$ cat config.mk
export PLATFORM = sky130hd
export DESIGN_NAME = dma_req_channel
export DESIGN_NICKNAME = d
export VERILOG_FILES = /design/src/shared/dma_req_pkg.sv /design/src/logic/pin_sync.sv /design/src/logic/req_condition.sv /design/src/logic/dma_req_channel.sv
export SDC_FILE = /design/constraint.sdc
export NUM_CORES = 1
export LEC_CHECK = 0
export ABC_AREA = 1
export ABC_CLOCK_PERIOD_IN_PS = 9300
export BUFFER_PORTS_ARGS = -buffer_cell sky130_fd_sc_hd__buf_2
export CORE_MARGIN = 2
export CORE_UTILIZATION = 60
export CTS_CLUSTER_SIZE = 14
export DETAILED_ROUTE_END_ITERATION = 7
export PLACE_DENSITY = 0.83
export SLEW_MARGIN = 25
export SYNTH_ARGS = -nofsm -noshare
export SYNTH_HDL_FRONTEND = slang
export SYNTH_SLANG_ARGS = --single-unit
$ cat constraint.sdc
create_clock -name clk -period 9.3 [get_ports clk]
set_clock_uncertainty 0.2 [all_clocks]
set_input_delay 0.465 -clock clk [delete_from_list [all_inputs] [get_ports clk]]
set_output_delay 0.465 -clock clk [all_outputs]
set_load 0.01 [all_outputs]
$ cat src/shared/dma_req_pkg.sv
package dma_req_pkg;

   localparam int ADDR_W = 12;
   localparam int DATA_W = 32;
   localparam int CNT_W = 32;
   localparam int LVL_W = 16;

   localparam logic [ADDR_W-1:0] OFS_CTRL = 12'h000;
   localparam logic [ADDR_W-1:0] OFS_CFG = 12'h004;
   localparam logic [ADDR_W-1:0] OFS_COUNT = 12'h008;
   localparam logic [ADDR_W-1:0] OFS_STATUS = 12'h00c;

   localparam int CTRL_GO = 0;
   localparam int CTRL_STOP = 1;
   localparam int CTRL_RUNNING = 2;

   localparam int CFG_FREE = 0;
   localparam int CFG_READ = 1;
   localparam int CFG_BYTE = 2;
   localparam int CFG_BURST_LO = 3;
   localparam int CFG_BURST_HI = 4;
   localparam int CFG_REQ_HIGH = 5;
   localparam int CFG_ACK_HIGH = 6;
   localparam int CFG_SHORT_DIS = 7;
   localparam int CFG_W = 8;

   localparam int ST_CMP = 0;
   localparam int ST_CNTUP = 1;

   localparam logic [LVL_W-1:0] LVL_ZERO = 16'h0000;
   localparam logic [LVL_W-1:0] LVL_ONE = 16'h0001;
   localparam logic [LVL_W-1:0] LVL_WORD = 16'h0002;
   localparam logic [LVL_W-1:0] BURST_SEL1 = 16'h0004;
   localparam logic [LVL_W-1:0] BURST_SEL2 = 16'h0008;
   localparam logic [LVL_W-1:0] BURST_SEL3 = 16'h0010;

   localparam logic [1:0] STEP_BYTE = 2'h1;
   localparam logic [1:0] STEP_WORD = 2'h2;
   localparam logic [CNT_W-1:0] CNT_ZERO = 32'h00000000;
   localparam logic [CNT_W-1:0] CNT_ONE = 32'h00000001;
   localparam logic [CNT_W-1:0] CNT_RST = 32'h00000000;

   typedef struct packed {
      logic short_dis;
      logic ack_high;
      logic req_high;
      logic [1:0] burst;
      logic byte_mode;
      logic read_dir;
      logic free_run;
   } cfg_t;

   localparam cfg_t CFG_RST = '0;

   typedef struct packed {
      logic [LVL_W-1:0] ready_bytes;
      logic ext_ready;
      logic [LVL_W-1:0] ep_bytes;
      logic short_pkt;
      logic usb_dev;
   } fifo_view_t;

   typedef enum logic [3:0] {
      ST_IDLE = 4'b0001,
      ST_ARMED = 4'b0010,
      ST_BURST = 4'b0100,
      ST_GAP = 4'b1000
   } req_state_t;

   function automatic logic [LVL_W-1:0] burst_len(input logic [1:0] sel);
      case (sel)
         2'h1: burst_len = BURST_SEL1;
         2'h2: burst_len = BURST_SEL2;
         2'h3: burst_len = BURST_SEL3;
         default: burst_len = LVL_ZERO;
      endcase
   endfunction

endpackage

$ cat src/logic/pin_sync.sv
`timescale 1ns/1ps
module pin_sync
   import dma_req_pkg::*;
#(
   parameter int W = 2
) (
   input wire logic clk,
   input wire logic rst,
   input wire logic ce,
   input wire logic [W-1:0] rst_val,
   input wire logic [W-1:0] pin_in,
   output logic [W-1:0] pin_out
);

   // The first stage feeds only the second; nothing else may look at it.
   logic [W-1:0] meta_ff;
   logic [W-1:0] sync_ff;

   genvar i;
   generate
      for (i = 0; i < W; i++) begin : g_bit
         always_ff @(posedge clk or posedge rst) begin
            if (rst) begin
               meta_ff[i] <= 1'b1;
               sync_ff[i] <= 1'b1;
            end else if (ce) begin
               meta_ff[i] <= pin_in[i];
               sync_ff[i] <= meta_ff[i];
            end
         end
      end
   endgenerate

   assign pin_out = sync_ff ^ ~rst_val;

endmodule // pin_sync

$ cat src/logic/req_condition.sv
`timescale 1ns/1ps
module req_condition
   import dma_req_pkg::*;
(
   input cfg_t cfg,
   input wire logic [LVL_W-1:0] ready_bytes,
   input wire logic ext_ready,
   input wire logic [CNT_W-1:0] count,
   output logic plain_ok,
   output logic burst_ok,
   output logic [LVL_W-1:0] burst_bytes
);

   logic count_mode;
   logic side_ready;
   logic count_left;
   logic count_small;
   logic [LVL_W-1:0] min_ready;
   logic [CNT_W-1:0] ready_w;
   logic [CNT_W-1:0] burst_w;

   always_comb begin
      count_mode = ~cfg.free_run;
      side_ready = ~cfg.read_dir | ext_ready;
      count_left = count != CNT_ZERO;
      min_ready = cfg.byte_mode ? LVL_ONE : LVL_WORD;
      ready_w = CNT_W'(ready_bytes);
      burst_bytes = burst_len(cfg.burst);
      burst_w = CNT_W'(burst_bytes);
      count_small = count_mode && count_left && (count < burst_w);
      plain_ok = 1'b0;
      if (count_mode) begin
         // In word mode a lone byte is only worth a request when it finishes the count.
         plain_ok = count_left && side_ready && ((ready_bytes >= min_ready)
            || (ready_bytes == LVL_ONE && count == CNT_ONE));
      end else begin
         plain_ok = side_ready && (ready_bytes >= min_ready);
      end
      burst_ok = side_ready && ((ready_bytes >= burst_bytes)
         || (count_small && ready_w >= count));
      if (count_mode && !count_left) begin
         burst_ok = 1'b0;
      end
   end

endmodule // req_condition

$ cat src/logic/dma_req_channel.sv
// Implementation choices: the address map and register access over APB.
`timescale 1ns/1ps
module dma_req_channel
   import dma_req_pkg::*;
(
   input wire logic clk,
   input wire logic rst,
   input wire logic ce,
   input wire logic psel,
   input wire logic penable,
   input wire logic pwrite,
   input wire logic [ADDR_W-1:0] paddr,
   input wire logic [DATA_W-1:0] pwdata,
   output logic [DATA_W-1:0] prdata,
   output logic pready,
   output logic pslverr,
   input fifo_view_t fifo,
   input wire logic dma_acknowledge_n,
   input wire logic dma_strobe_n,
   output logic dma_request_n,
   output logic xfer_pulse,
   output logic [1:0] xfer_bytes,
   output logic endpoint_hold_off
);

////////////////////////////////////////////////////////////////////////////////

   cfg_t cfg_ff;
   logic running_ff;
   logic [CNT_W-1:0] count_ff;
   logic cmp_ff;
   logic cntup_ff;
   logic [DATA_W-1:0] rdata_ff;
   req_state_t state_ff;
   req_state_t nxt_state;
   logic [LVL_W-1:0] burst_left_ff;
   logic [LVL_W-1:0] nxt_burst_left;
   logic req_pin_ff;
   logic strobe_seen_ff;
   logic xfer_pulse_ff;
   logic [1:0] xfer_bytes_ff;
   logic hold_ff;
   logic hold_seen_ff;

   logic wr_en;
   logic rd_setup;
   logic mapped;
   logic go_wr;
   logic stop_wr;
   logic count_wr;
   logic status_wr;
   logic [1:0] pin_raw;
   logic [1:0] pin_rst;
   logic [1:0] pin_s;
   logic ack_act;
   logic strobe_act;
   logic access;
   logic count_mode;
   logic [1:0] step;
   logic [CNT_W-1:0] step_w;
   logic [CNT_W:0] up_sum;
   logic last_access;
   logic sw_stop;
   logic plain_ok;
   logic burst_ok;
   logic [LVL_W-1:0] burst_bytes;
   logic burst_on;
   logic nxt_req;
   logic hold_cond;

////////////////////////////////////////////////////////////////////////////////
// Register bus. Answers in the access phase, with a wait state for every cycle that ce is low.

   assign pready = ce;
   assign mapped = (paddr == OFS_CTRL) || (paddr == OFS_CFG)
      || (paddr == OFS_COUNT) || (paddr == OFS_STATUS);
   assign pslverr = psel & penable & ~mapped;
   assign wr_en = ce & psel & penable & pwrite & mapped;
   assign rd_setup = psel & ~penable & ~pwrite;
   assign go_wr = wr_en && paddr == OFS_CTRL && pwdata[CTRL_GO];
   assign stop_wr = wr_en && paddr == OFS_CTRL && pwdata[CTRL_STOP];
   assign count_wr = wr_en && paddr == OFS_COUNT;
   assign status_wr = wr_en && paddr == OFS_STATUS;
   assign prdata = rdata_ff;

   always_ff @(posedge clk or posedge rst) begin
      if (rst) begin
         rdata_ff <= '0;
      end else if (ce && rd_setup) begin
         rdata_ff <= '0;
         case (paddr)
            OFS_CTRL: rdata_ff[CTRL_RUNNING] <= running_ff;
            OFS_CFG: rdata_ff[CFG_W-1:0] <= {cfg_ff.short_dis, cfg_ff.ack_high,
               cfg_ff.req_high, cfg_ff.burst, cfg_ff.byte_mode, cfg_ff.read_dir,
               cfg_ff.free_run};
            OFS_COUNT: rdata_ff <= count_ff;
            OFS_STATUS: rdata_ff[ST_CNTUP:ST_CMP] <= {cntup_ff, cmp_ff};
            default: rdata_ff <= '0;
         endcase
      end
   end

   // Changing the mode under a running transfer would make the count meaningless.
   always_ff @(posedge clk or posedge rst) begin
      if (rst) begin
         cfg_ff <= CFG_RST;
      end else if (ce && wr_en && paddr == OFS_CFG && !running_ff) begin
         cfg_ff.free_run <= pwdata[CFG_FREE];
         cfg_ff.read_dir <= pwdata[CFG_READ];
         cfg_ff.byte_mode <= pwdata[CFG_BYTE];
         cfg_ff.burst <= pwdata[CFG_BURST_HI:CFG_BURST_LO];
         cfg_ff.req_high <= pwdata[CFG_REQ_HIGH];
         cfg_ff.ack_high <= pwdata[CFG_ACK_HIGH];
         cfg_ff.short_dis <= pwdata[CFG_SHORT_DIS];
      end
   end

////////////////////////////////////////////////////////////////////////////////
// Pins from the external controller are asynchronous to clk.

   assign pin_raw = {dma_strobe_n, dma_acknowledge_n};
   assign pin_rst = '1;

   pin_sync #(
      .W(2)
   ) u_pin_sync (
      .clk(clk),
      .rst(rst),
      .ce(ce),
      .rst_val(pin_rst),
      .pin_in(pin_raw),
      .pin_out(pin_s)
   );

   assign ack_act = cfg_ff.ack_high ? pin_s[0] : ~pin_s[0];
   assign strobe_act = ~pin_s[1];

   always_ff @(posedge clk or posedge rst) begin
      if (rst) begin
         strobe_seen_ff <= 1'b0;
      end else if (ce) begin
         strobe_seen_ff <= strobe_act;
      end
   end

   // One access is counted at the leading edge of each acknowledged strobe.
   assign access = running_ff & ack_act & strobe_act & ~strobe_seen_ff;

////////////////////////////////////////////////////////////////////////////////
// Transfer counting.

   assign count_mode = ~cfg_ff.free_run;
   assign step = (cfg_ff.byte_mode || (count_mode && count_ff == CNT_ONE))
      ? STEP_BYTE : STEP_WORD;
   assign step_w = CNT_W'(step);
   assign up_sum = {1'b0, count_ff} + {1'b0, step_w};
   assign last_access = access && count_mode && count_ff <= step_w;
   assign sw_stop = stop_wr;

   // The count is frozen against software while the channel runs.
   always_ff @(posedge clk or posedge rst) begin
      if (rst) begin
         count_ff <= CNT_RST;
      end else if (ce) begin
         if (access && count_mode) begin
            count_ff <= last_access ? CNT_ZERO : count_ff - step_w;
         end else if (access) begin
            count_ff <= up_sum[CNT_W-1:0];
         end else if (count_wr && !running_ff) begin
            count_ff <= pwdata;
         end
      end
   end

   // Stop wins over go when both land in one write.
   always_ff @(posedge clk or posedge rst) begin
      if (rst) begin
         running_ff <= 1'b0;
      end else if (ce) begin
         if (sw_stop) begin
            running_ff <= 1'b0;
         end else if (last_access) begin
            running_ff <= 1'b0;
         end else if (go_wr) begin
            running_ff <= 1'b1;
         end
      end
   end

   always_ff @(posedge clk or posedge rst) begin
      if (rst) begin
         xfer_pulse_ff <= 1'b0;
         xfer_bytes_ff <= '0;
      end else if (ce) begin
         xfer_pulse_ff <= access;
         if (access) begin
            xfer_bytes_ff <= step;
         end
      end
   end

   assign xfer_pulse = xfer_pulse_ff;
   assign xfer_bytes = xfer_bytes_ff;

////////////////////////////////////////////////////////////////////////////////
// Event flags. Hardware setting beats a software clear in the same cycle.

   always_ff @(posedge clk or posedge rst) begin
      if (rst) begin
         cmp_ff <= 1'b0;
      end else if (ce) begin
         if (running_ff && (sw_stop || last_access)) begin
            cmp_ff <= 1'b1;
         end else if (status_wr && pwdata[ST_CMP]) begin
            cmp_ff <= 1'b0;
         end
      end
   end

   always_ff @(posedge clk or posedge rst) begin
      if (rst) begin
         cntup_ff <= 1'b0;
      end else if (ce) begin
         if (access && !count_mode && up_sum[CNT_W]) begin
            cntup_ff <= 1'b1;
         end else if (status_wr && pwdata[ST_CNTUP]) begin
            cntup_ff <= 1'b0;
         end
      end
   end

////////////////////////////////////////////////////////////////////////////////
// Endpoint hold-off for count-mode reads while operating as a USB device.

   assign hold_cond = running_ff && count_mode && cfg_ff.read_dir && fifo.usb_dev
      && ((CNT_W'(fifo.ep_bytes) > count_ff)
      || (fifo.short_pkt && !cfg_ff.short_dis));

   // Pulsed once per run so the endpoint logic can latch its hold bit.
   always_ff @(posedge clk or posedge rst) begin
      if (rst) begin
         hold_ff <= 1'b0;
         hold_seen_ff <= 1'b0;
      end else if (ce) begin
         hold_ff <= hold_cond && !hold_seen_ff;
         if (!running_ff) begin
            hold_seen_ff <= 1'b0;
         end else if (hold_cond) begin
            hold_seen_ff <= 1'b1;
         end
      end
   end

   assign endpoint_hold_off = hold_ff;

////////////////////////////////////////////////////////////////////////////////
// Request generation.

   req_condition u_req_condition (
      .cfg(cfg_ff),
      .ready_bytes(fifo.ready_bytes),
      .ext_ready(fifo.ext_ready),
      .count(count_ff),
      .plain_ok(plain_ok),
      .burst_ok(burst_ok),
      .burst_bytes(burst_bytes)
   );

   assign burst_on = cfg_ff.burst != 2'h0;

   always_comb begin
      nxt_state = state_ff;
      nxt_burst_left = burst_left_ff;
      case (state_ff)
         ST_IDLE: begin
            if (running_ff) begin
               nxt_state = ST_ARMED;
            end
         end
         ST_ARMED: begin
            if (burst_on && burst_ok) begin
               nxt_state = ST_BURST;
               nxt_burst_left = (count_mode && count_ff < CNT_W'(burst_bytes))
                  ? count_ff[LVL_W-1:0] : burst_bytes;
            end
         end
         ST_BURST: begin
            if (access) begin
               if (burst_left_ff <= LVL_W'(step)) begin
                  nxt_state = ST_GAP;
                  nxt_burst_left = LVL_ZERO;
               end else begin
                  nxt_burst_left = burst_left_ff - LVL_W'(step);
               end
            end
         end
         ST_GAP: begin
            nxt_state = ST_ARMED;
         end
         default: begin
            nxt_state = ST_IDLE;
         end
      endcase
      if (!running_ff || sw_stop || last_access) begin
         nxt_state = ST_IDLE;
         nxt_burst_left = LVL_ZERO;
      end
   end

   always_ff @(posedge clk or posedge rst) begin
      if (rst) begin
         state_ff <= ST_IDLE;
         burst_left_ff <= LVL_ZERO;
      end else if (ce) begin
         state_ff <= nxt_state;
         burst_left_ff <= nxt_burst_left;
      end
   end

   // The pin drops on the edge that takes the stop, never ahead of the halt.
   always_comb begin
      nxt_req = 1'b0;
      if (nxt_state == ST_BURST) begin
         nxt_req = 1'b1;
      end else if (nxt_state == ST_ARMED && !burst_on) begin
         nxt_req = plain_ok;
      end
   end

   always_ff @(posedge clk or posedge rst) begin
      if (rst) begin
         req_pin_ff <= 1'b1;
      end else if (ce) begin
         req_pin_ff <= cfg_ff.req_high ? nxt_req : ~nxt_req;
      end
   end

   assign dma_request_n = req_pin_ff;

endmodule // dma_req_channel

==> metrics.yaml, run 1 <==
outcome:
  status: "complete, no violations"
final_layout:
  post-route-util_pct: 67.98
  area_delta_synth_final_pct: 11.29
  final_cell_area_um2: 9400
  final_cells: 1405
  num_antenna_cells: 0
  final_nets: 1356
  drive_gt1_share_pct: 21.22
  fillers: 1175
floorplanning:
  die_h_um: 122.7
  coreArea_um2: 13830
  fp.dieW_um: 122.7
  ios: 126
  start_util_pct: 61.09
  die_area_um2: 15040
  num_rows: 43
logic_synthesis:
  ys_ff_latch: 106
  synth-edff-count: 0
  synth_cell_types: 66
  synth_area_leaders: "dfrtp_1, nand2_1, ha_1"
  syn_area_um2: 8447
  synth-seq-area-share_pct: 31.49
  yosys_warnings: 0
  synth_nets: 1258
  synth_top_area_share_pct: 29.63
  synth-main-ff-cell: "dfrtp_1"
  yosysTopAreaCell: "dfrtp_1"
  syn_inst: 1123
  synthArstFlopShare_pct: 100.0
  synth_area_per_cell_um2: 7.522
sta:
  hold_viol_final: 0
  slew_violations: 0
  relSlewSlack_pct: 36.27
  tightest_slew_ns: 0.9537
  period_share_pct: 49.37
  period_minus_slack_ns: 4.591
  setup_tns_ns: 0
  holdWs_ns: 0.1172
  rsz0062_at_grt: "false"
  finalSetupViolCount: 0
  fmax_mhz: 217.8
global_routing:
  first_global_vias: 7627
  overflow: 0
  grt_first_pass_wirelength_um: 37540
  gr-usage-all-layers_pct: 31.88
  antenna_found_initial: 0
  grt_max_degree: 64
run:
  drv_cap: 0
routing:
  drt_iter0_drc: 701
  wl_um: 23360
  dr.pass1.iters: 6
  via_per_inst: 5.863
  post_drt_wl_per_cell_um: 16.63
  vias: 8238
  ant_nets: 0
  drc: 0
setup_path:
  critPathMaxFanout: 25
  reg2reg_depth: 18
  crit_required_ns: 9.32
  cp-end-kind: "flop"
  worst-endpoint-arrival_ns: 4.61
  startpoint_type: "flop"
  critPathKind: "reg2reg"
clocking:
  cts_tree: "done"
  path_clk_slew_ns: 0.08
  htreeDepth: 3
  root_buffer: "clkbuf_16"
  cts_resized: 0
  cts_made_buffers: 9
  clock_latency_ns: 0.36
  clk_path_buf_depth: 2
  post-cts-setup-buffer-count: 0
  clock_sinks: 106
place:
  placed_cells: 1389
  place_area_um2: 9086
  portBuffers: 125
  dp_hpwl_um: 17400
  place_congestion: 1.015
worst_hold_path:
  whs_path_depth: 3
  worstHoldPathType: "in2reg"
pwr:
  leakage_nw: 4.421
  ir_drop_mv: 0.1125
  power_density_nw_per_um2: 174.7
-- critical path: stages, from the launching register on --
cell and delay [ns]:
dfrtp_1 0.55, nor2_2 0.18, nand2_2 0.11, nor2_1 0.14, nand2_1 0.06, nor3_1 0.22
nand2_1 0.08, nand2_1 0.35, ha_1 0.23, inv_1 0.06, fa_1 0.44, a211oi_2 0.28
nand3_4 0.13, nand2_2 0.47, inv_2 0.39, nand2_1 0.19, o31ai_1 0.11, a22oi_1 0.15
o21ai_0 0.12
-- routing by layer --
metal	vias up	GRT usage, %	share of wire, %
li1	4012	-	-
met1	3829	40.71	41
met2	334	53.44	48
met3	63	5.762	6.9
met4	0	12.79	3.7
met5	-	0	0
-- registers in the layout, indices dropped and copies added, names as in the netlist, 2 cells and up --
name                flops
count_ff               32
prdata                 32
burst_left_ff          16
cfg_ff                  8
state_ff                4
u_pin_sync.meta_ff      2
u_pin_sync.sync_ff      2
xfer_bytes              2
-- worst paths after layout --
check	from	end	slack, ns
setup / recovery	count_ff[4]$_DFFE_PP0P_	count_ff[12]$_DFFE_PP0P_	4.71
hold / removal	dma_strobe_n	u_pin_sync.meta_ff[1]$_DFFE_PP1P_	0.12
setup reg to reg	count_ff[4]$_DFFE_PP0P_	count_ff[12]$_DFFE_PP0P_	4.71
hold reg to reg	hold_seen_ff$_DFFE_PP0P_	endpoint_hold_off$_DFFE_PP0P_	0.26
max in group asynchronous	rst	count_ff[10]$_DFFE_PP0P_	7.16
min in group asynchronous	rst	xfer_bytes[1]$_DFFE_PP0P_	0.50
-- area by class of cell --
type | instances | area (µm²) | share of cell area, %
Clock buffer | 12 | 256.5 | 2.729
Inverter | 132 | 509.2 | 5.417
Clock inverter | 3 | 47.55 | 0.5058
Timing Repair Buffer | 130 | 665.6 | 7.081
Sequential cell | 106 | 2660 | 28.30
Multi-Input combinational cell | 842 | 5036 | 53.57
Tap cell | 180 | 225.2 | 2.396
-- layout by cell type, fill, tap and decap left out, types with 6 or more instances in the layout --
| cell | synthesis | routed |
|---|---|---|
| buf_2 | 14 | 125 |
| nand3_2 | 9 | 9 |
| nor3_1 | 21 | 21 |
| ha_1 | 45 | 45 |
| a221oi_1 | 6 | 6 |
| xor2_1 | 26 | 26 |
| nand3_1 | 63 | 63 |
| dfrtp_1 | 100 | 100 |
| nor2_1 | 121 | 121 |
| nor4_1 | 8 | 8 |
| clkbuf_16 | 0 | 9 |
| o21ai_0 | 55 | 55 |
| nand2_1 | 237 | 237 |
| nor2_4 | 17 | 17 |
| o21ai_1 | 8 | 8 |
| o21ai_2 | 15 | 15 |
| nor2_2 | 10 | 10 |
| dfstp_2 | 6 | 6 |
| o221ai_1 | 7 | 7 |
| a31oi_1 | 8 | 8 |
| a22oi_1 | 11 | 11 |
| nand4_1 | 19 | 19 |
| o22ai_1 | 19 | 19 |
| nand2_2 | 12 | 12 |
| inv_2 | 14 | 14 |
| a21oi_1 | 36 | 36 |
| inv_1 | 112 | 111 |
| o31ai_1 | 28 | 28 |
-- cells by family after synthesis --
logic type	after synthesis	share of synthesized area, %
adders and majority gates	48	7.377
AOI/OAI and AO/OA	224	17.75
muxes	6	0.7850
DFF	106	31.49
buffers and inverters	175	8.887
and+or+nand+nor	536	30.81
xor gates and xnor gates	28	2.903
-- per-stage QoR --
stage / total power [mW] / worst slack, ns
after floorplan: 1.086 / 5.595
after global placement: 1.220 / 4.996
after detailed placement: 1.236 / 4.877
final: 1.642 / 4.709
after CTS: 1.636 / 4.818
after global routing: 1.747 / 4.417
-- cell usage after synthesis (5+ instances only) --
master / count
a21oi_1: 36
a221oi_1: 6
a221oi_2: 5
a22oi_1: 11
a31oi_1: 8
a32oi_1: 5
buf_2: 14
buf_6: 5
clkbuf_1: 17
dfrtp_1: 100
dfstp_2: 6
ha_1: 45
inv_1: 112
inv_2: 14
mux2_2: 5
nand2_1: 237
nand2_2: 12
nand3_1: 63
nand3_2: 9
nand3_4: 5
nand4_1: 19
nor2_1: 121
nor2_2: 10
nor2_4: 17
nor3_1: 21
nor4_1: 8
o211ai_1: 5
o21ai_0: 55
o21ai_1: 8
o21ai_2: 15
o221ai_1: 7
o22ai_1: 19
o31ai_1: 28
xor2_1: 26
-- report_power, final --
part / switching (mW) / internal [mW]
Combinational: 0.384 / 0.202
Sequential: 0.129 / 0.527
Clock: 0.178 / 0.224
-- what timing repair did --
| item | in CTS | in global routing |
|---|---|---|
| hold buffers | 1 | 0 |
| endpoints found under the hold margin | 37 | 0 |
| endpoints found under the setup margin | 0 | 0 |
No activity file was read; power rests on OpenSTA's default activity.
==> inputs of run 2 (changes only) <==
--- a/config.mk
+++ b/config.mk
@@ -5,14 +5,14 @@
 export SDC_FILE = /design/constraint.sdc
 export NUM_CORES = 1
 export LEC_CHECK = 0
-export ABC_AREA = 1
-export ABC_CLOCK_PERIOD_IN_PS = 9300
+export ABC_AREA = 0
+export ABC_CLOCK_PERIOD_IN_PS = 3700
 export BUFFER_PORTS_ARGS = -buffer_cell sky130_fd_sc_hd__buf_2
 export CORE_MARGIN = 2
-export CORE_UTILIZATION = 60
+export CORE_UTILIZATION = 52
 export CTS_CLUSTER_SIZE = 14
 export DETAILED_ROUTE_END_ITERATION = 7
-export PLACE_DENSITY = 0.83
+export PLACE_DENSITY = 0.78
 export SLEW_MARGIN = 25
 export SYNTH_ARGS = -nofsm -noshare
 export SYNTH_HDL_FRONTEND = slang
==> constraint.sdc (replaced) <==
create_clock -name clk -period 3.7 [get_ports clk]
set_clock_uncertainty 0.2 [all_clocks]
set_input_delay 0.185 -clock clk [delete_from_list [all_inputs] [get_ports clk]]
set_output_delay 0.185 -clock clk [all_outputs]
set_load 0.01 [all_outputs]
==> metrics.yaml, run 2 <==
logic_synthesis:
  synth_nets: 1068  # -15%
  synth_area_per_cell_um2: 8.101  # +7.7%
  synth_area_leaders: "dfrtp_1, ha_1, nand2_1"
  synth_most_common_cell: "nand2_1"
  ys_ff_latch: 106  # unchanged
  synth_top_area_share_pct: 33.11  # +3.5 points
  synth_cell_types: 73  # +11%
  yosys-top-cells-count: "nand2_1, dfrtp_1, nor2_1"
  synth-main-ff-cell: "dfrtp_1"
  synthArstFlopShare_pct: 100.0  # unchanged
  synth-seq-area-share_pct: 35.19  # +3.7 points
  synth-edff-count: 0  # unchanged
  yosysTopAreaCell: "dfrtp_1"
  syn_area_um2: 7558  # -11%
  syn_inst: 933  # -17%
  yosys_warnings: 0  # unchanged
floorplanning:
  coreArea_um2: 14370  # +3.9%
  ios: 126  # unchanged
  die_h_um: 124.6  # +1.6%
  fp.dieW_um: 124.6  # +1.6%
  start_util_pct: 52.60  # -8.5 points
  die_area_um2: 15520  # +3.1%
  num_rows: 44  # +2.3%
pwr:
  leakage_nw: 4.936  # +12%
  power_density_nw_per_um2: 225.4  # +29%
  ir_drop_mv: 0.2144  # +91%
clocking:
  clock_sinks: 106  # unchanged
  clock_latency_ns: 0.36  # about the same
  path_clk_slew_ns: 0.07  # about the same
  root_buffer: "clkbuf_16"
  clk_path_buf_depth: 2  # unchanged
  cts_made_buffers: 9  # unchanged
  cts_tree: "done"
  htreeDepth: 3  # unchanged
sta:
  setup_tns_ns: -47.85  # -47.85 ns
  rsz0062_at_grt: "true"
  fmax_mhz: 209.7  # -3.7%
  tightest_slew_ns: 1.052  # +0.09864 ns
  relSlewSlack_pct: 29.20  # -7.1 points
  worst_slack_ns: -1.070  # -5.779 ns
  finalSetupViolCount: 56  # +56
  period_minus_slack_ns: 4.770  # +0.1787 ns
  period_share_pct: 128.9  # +80 points
  hold_viol_final: 0  # unchanged
  slew_violations: 0  # unchanged
  holdWs_ns: 0.03734  # -0.07987 ns
routing:
  drt_iter0_drc: 933  # +33%
  dr.pass1.iters: 5  # -1
  wl_um: 28490  # +22%
  post_drt_wl_per_cell_um: 20.48  # +23%
  via_per_inst: 6.508  # +11%
  ant_nets: 0  # unchanged
  vias: 9052  # +9.9%
  drc: 0  # unchanged
global_routing:
  grt_first_pass_wirelength_um: 43190  # +15%
  gr-usage-all-layers_pct: 34.16  # +2.3 points
  grt_max_degree: 62  # -3.1%
  first_global_vias: 8469  # +11%
  overflow: 0  # unchanged
  antenna_found_initial: 0  # unchanged
final_layout:
  drive_gt1_share_pct: 36.79  # +16 points
  post-route-util_pct: 75.65  # +7.7 points
  final_cell_area_um2: 10870  # +16%
  num_antenna_cells: 0  # unchanged
  final_nets: 1337  # -1.4%
  fillers: 927  # -21%
  final_cell_mix: "nand2_1, buf_2, buf_4"
  area_delta_synth_final_pct: 43.82
setup_path:
  reg2reg_depth: 18  # unchanged
  startpoint_type: "flop"
  critPathKind: "reg2reg"
  worst-endpoint-arrival_ns: 4.79  # +0.18 ns
  r2r_setup_slack_ns: -1.07  # -5.78 ns
  critPathMaxFanout: 5  # -80%
  cp-end-kind: "flop"
  crit_required_ns: 3.72  # -5.60 ns
  r2r-start: "count_ff[5]$_DFFE_PP0P_"
  r2r-end: "burst_left_ff[13]$_DFFE_PP0P_"
worst_hold_path:
  whs_path_depth: 4  # +1
  hold_end: "count_ff[22]$_DFFE_PP0P_"
  min_from: "pwdata[22]"
  worstHoldPathType: "in2reg"
place:
  dp_hpwl_um: 17970  # +3.3%
  portBuffers: 125  # unchanged
  place_area_um2: 9276  # +2.1%
  place_congestion: 0.9504  # -6.3%
  dp_slack_ns: -0.9346  # -5.812 ns
outcome:
  status: "finished, violations left"
  violations: "setup timing"
run:
  drv_cap: 0  # unchanged
==> run 2: cell types whose count changed after synthesis, sizes merged, moves of 15 or more <==
| cell | delta |
|---|---|
| a21oi | +28 |
| buf | -20 |
| clkbuf | +35 |
| inv | -89 |
| nand2 | -121 |
| nand3 | -57 |
| nor2 | -60 |
| o22ai | -15 |
| xor2 | -23 |
==> run 2: through the flow <==
stage	total power [mW]	cells
finish	2.450	1391
global route	2.535	1391
CTS	2.446	1380
detailed placement	1.438	1304
global placement	1.431	1304
floorplan	1.331	933
==> run 2: layer usage <==
metal	vias to the layer above	GRT usage (%)	share of wire, %
met5	-	0	0
met4	0	14.87	5.5
met2	654	55.26	46
met3	148	5.713	9.5
met1	4265	45.36	39
li1	3985	-	-
==> run 2: layout make-up <==
class	count	area (µm²)	share of cell area, %
multi-input cells	730	5210	47.93
flip-flops and latches	106	2660	24.47
repair buffers	316	2326	21.40
clock buffers	12	246.5	2.267
well taps	184	230.2	2.118
inverters	39	148.9	1.370
clock inverters	4	48.80	0.4489
==> run 2: worst max path at each step <==
stage                     depth (start not counted)                     from                            end  slack (ns)
final                                            18  count_ff[5]$_DFFE_PP0P_  burst_left_ff[13]$_DFFE_PP0P_       -1.07
after global routing                             18  count_ff[5]$_DFFE_PP0P_  burst_left_ff[13]$_DFFE_PP0P_       -1.26
after CTS                                        18  count_ff[5]$_DFFE_PP0P_       count_ff[30]$_DFFE_PP0P_       -0.90
after detailed placement                         17  count_ff[8]$_DFFE_PP0P_      dma_request_n$_DFFE_PP1P_       -0.93
after global placement                           17  count_ff[8]$_DFFE_PP0P_   burst_left_ff[7]$_DFFE_PP0P_       -0.86
after floorplan                                  17  count_ff[8]$_DFFE_PP0P_       count_ff[26]$_DFFE_PP0P_       -1.04
==> run 2: critical path, stage by stage (launching register included) <==
cell	delay, ns
dfrtp_1	0.38
or4_1	0.52
or4_4	0.53
or3_4	0.40
nor2_4	0.09
nor2_2	0.05
inv_2	0.10
ha_4	0.13
inv_2	0.04
fa_2	0.36
a2111o_1	0.43
nor4_4	0.22
a21o_1	0.24
nor2_4	0.08
o21ai_2	0.09
a22oi_2	0.17
buf_6	0.19
o21ai_2	0.28
o31ai_4	0.14
==> run 2: repair_timing <==
| action | CTS | global route |
|---|---|---|
| setup buffers | 29 | 14 |
| setup endpoints to repair | 56 | 56 |
| hold endpoints to repair | 76 | 0 |
| hold buffers | 28 | 0 |
| resized for setup | 105 | 59 |
| gates cloned | 3 | 0 |
| pin swaps | 43 | 40 |
==> run 2: kinds of logic (layout without fill, tap and decap cells) <==
logic type	after synthesis	in the layout	synth area share (%)
simple gates	370	370	23.80
xor+xnor	9	9	1.043
buf+inv	97	371	4.999
flops	106	106	35.19
mux	14	14	2.069
compound gates	289	289	24.65
fa+ha+maj	48	48	8.244
==> run 2: power by group <==
part / internal (mW) / switching [mW] / leakage, nW
sequential: 1.18 / 0.0117 / 1.41
clock: 0.545 / 0.449 / 0.147
combinational: 0.120 / 0.143 / 3.38
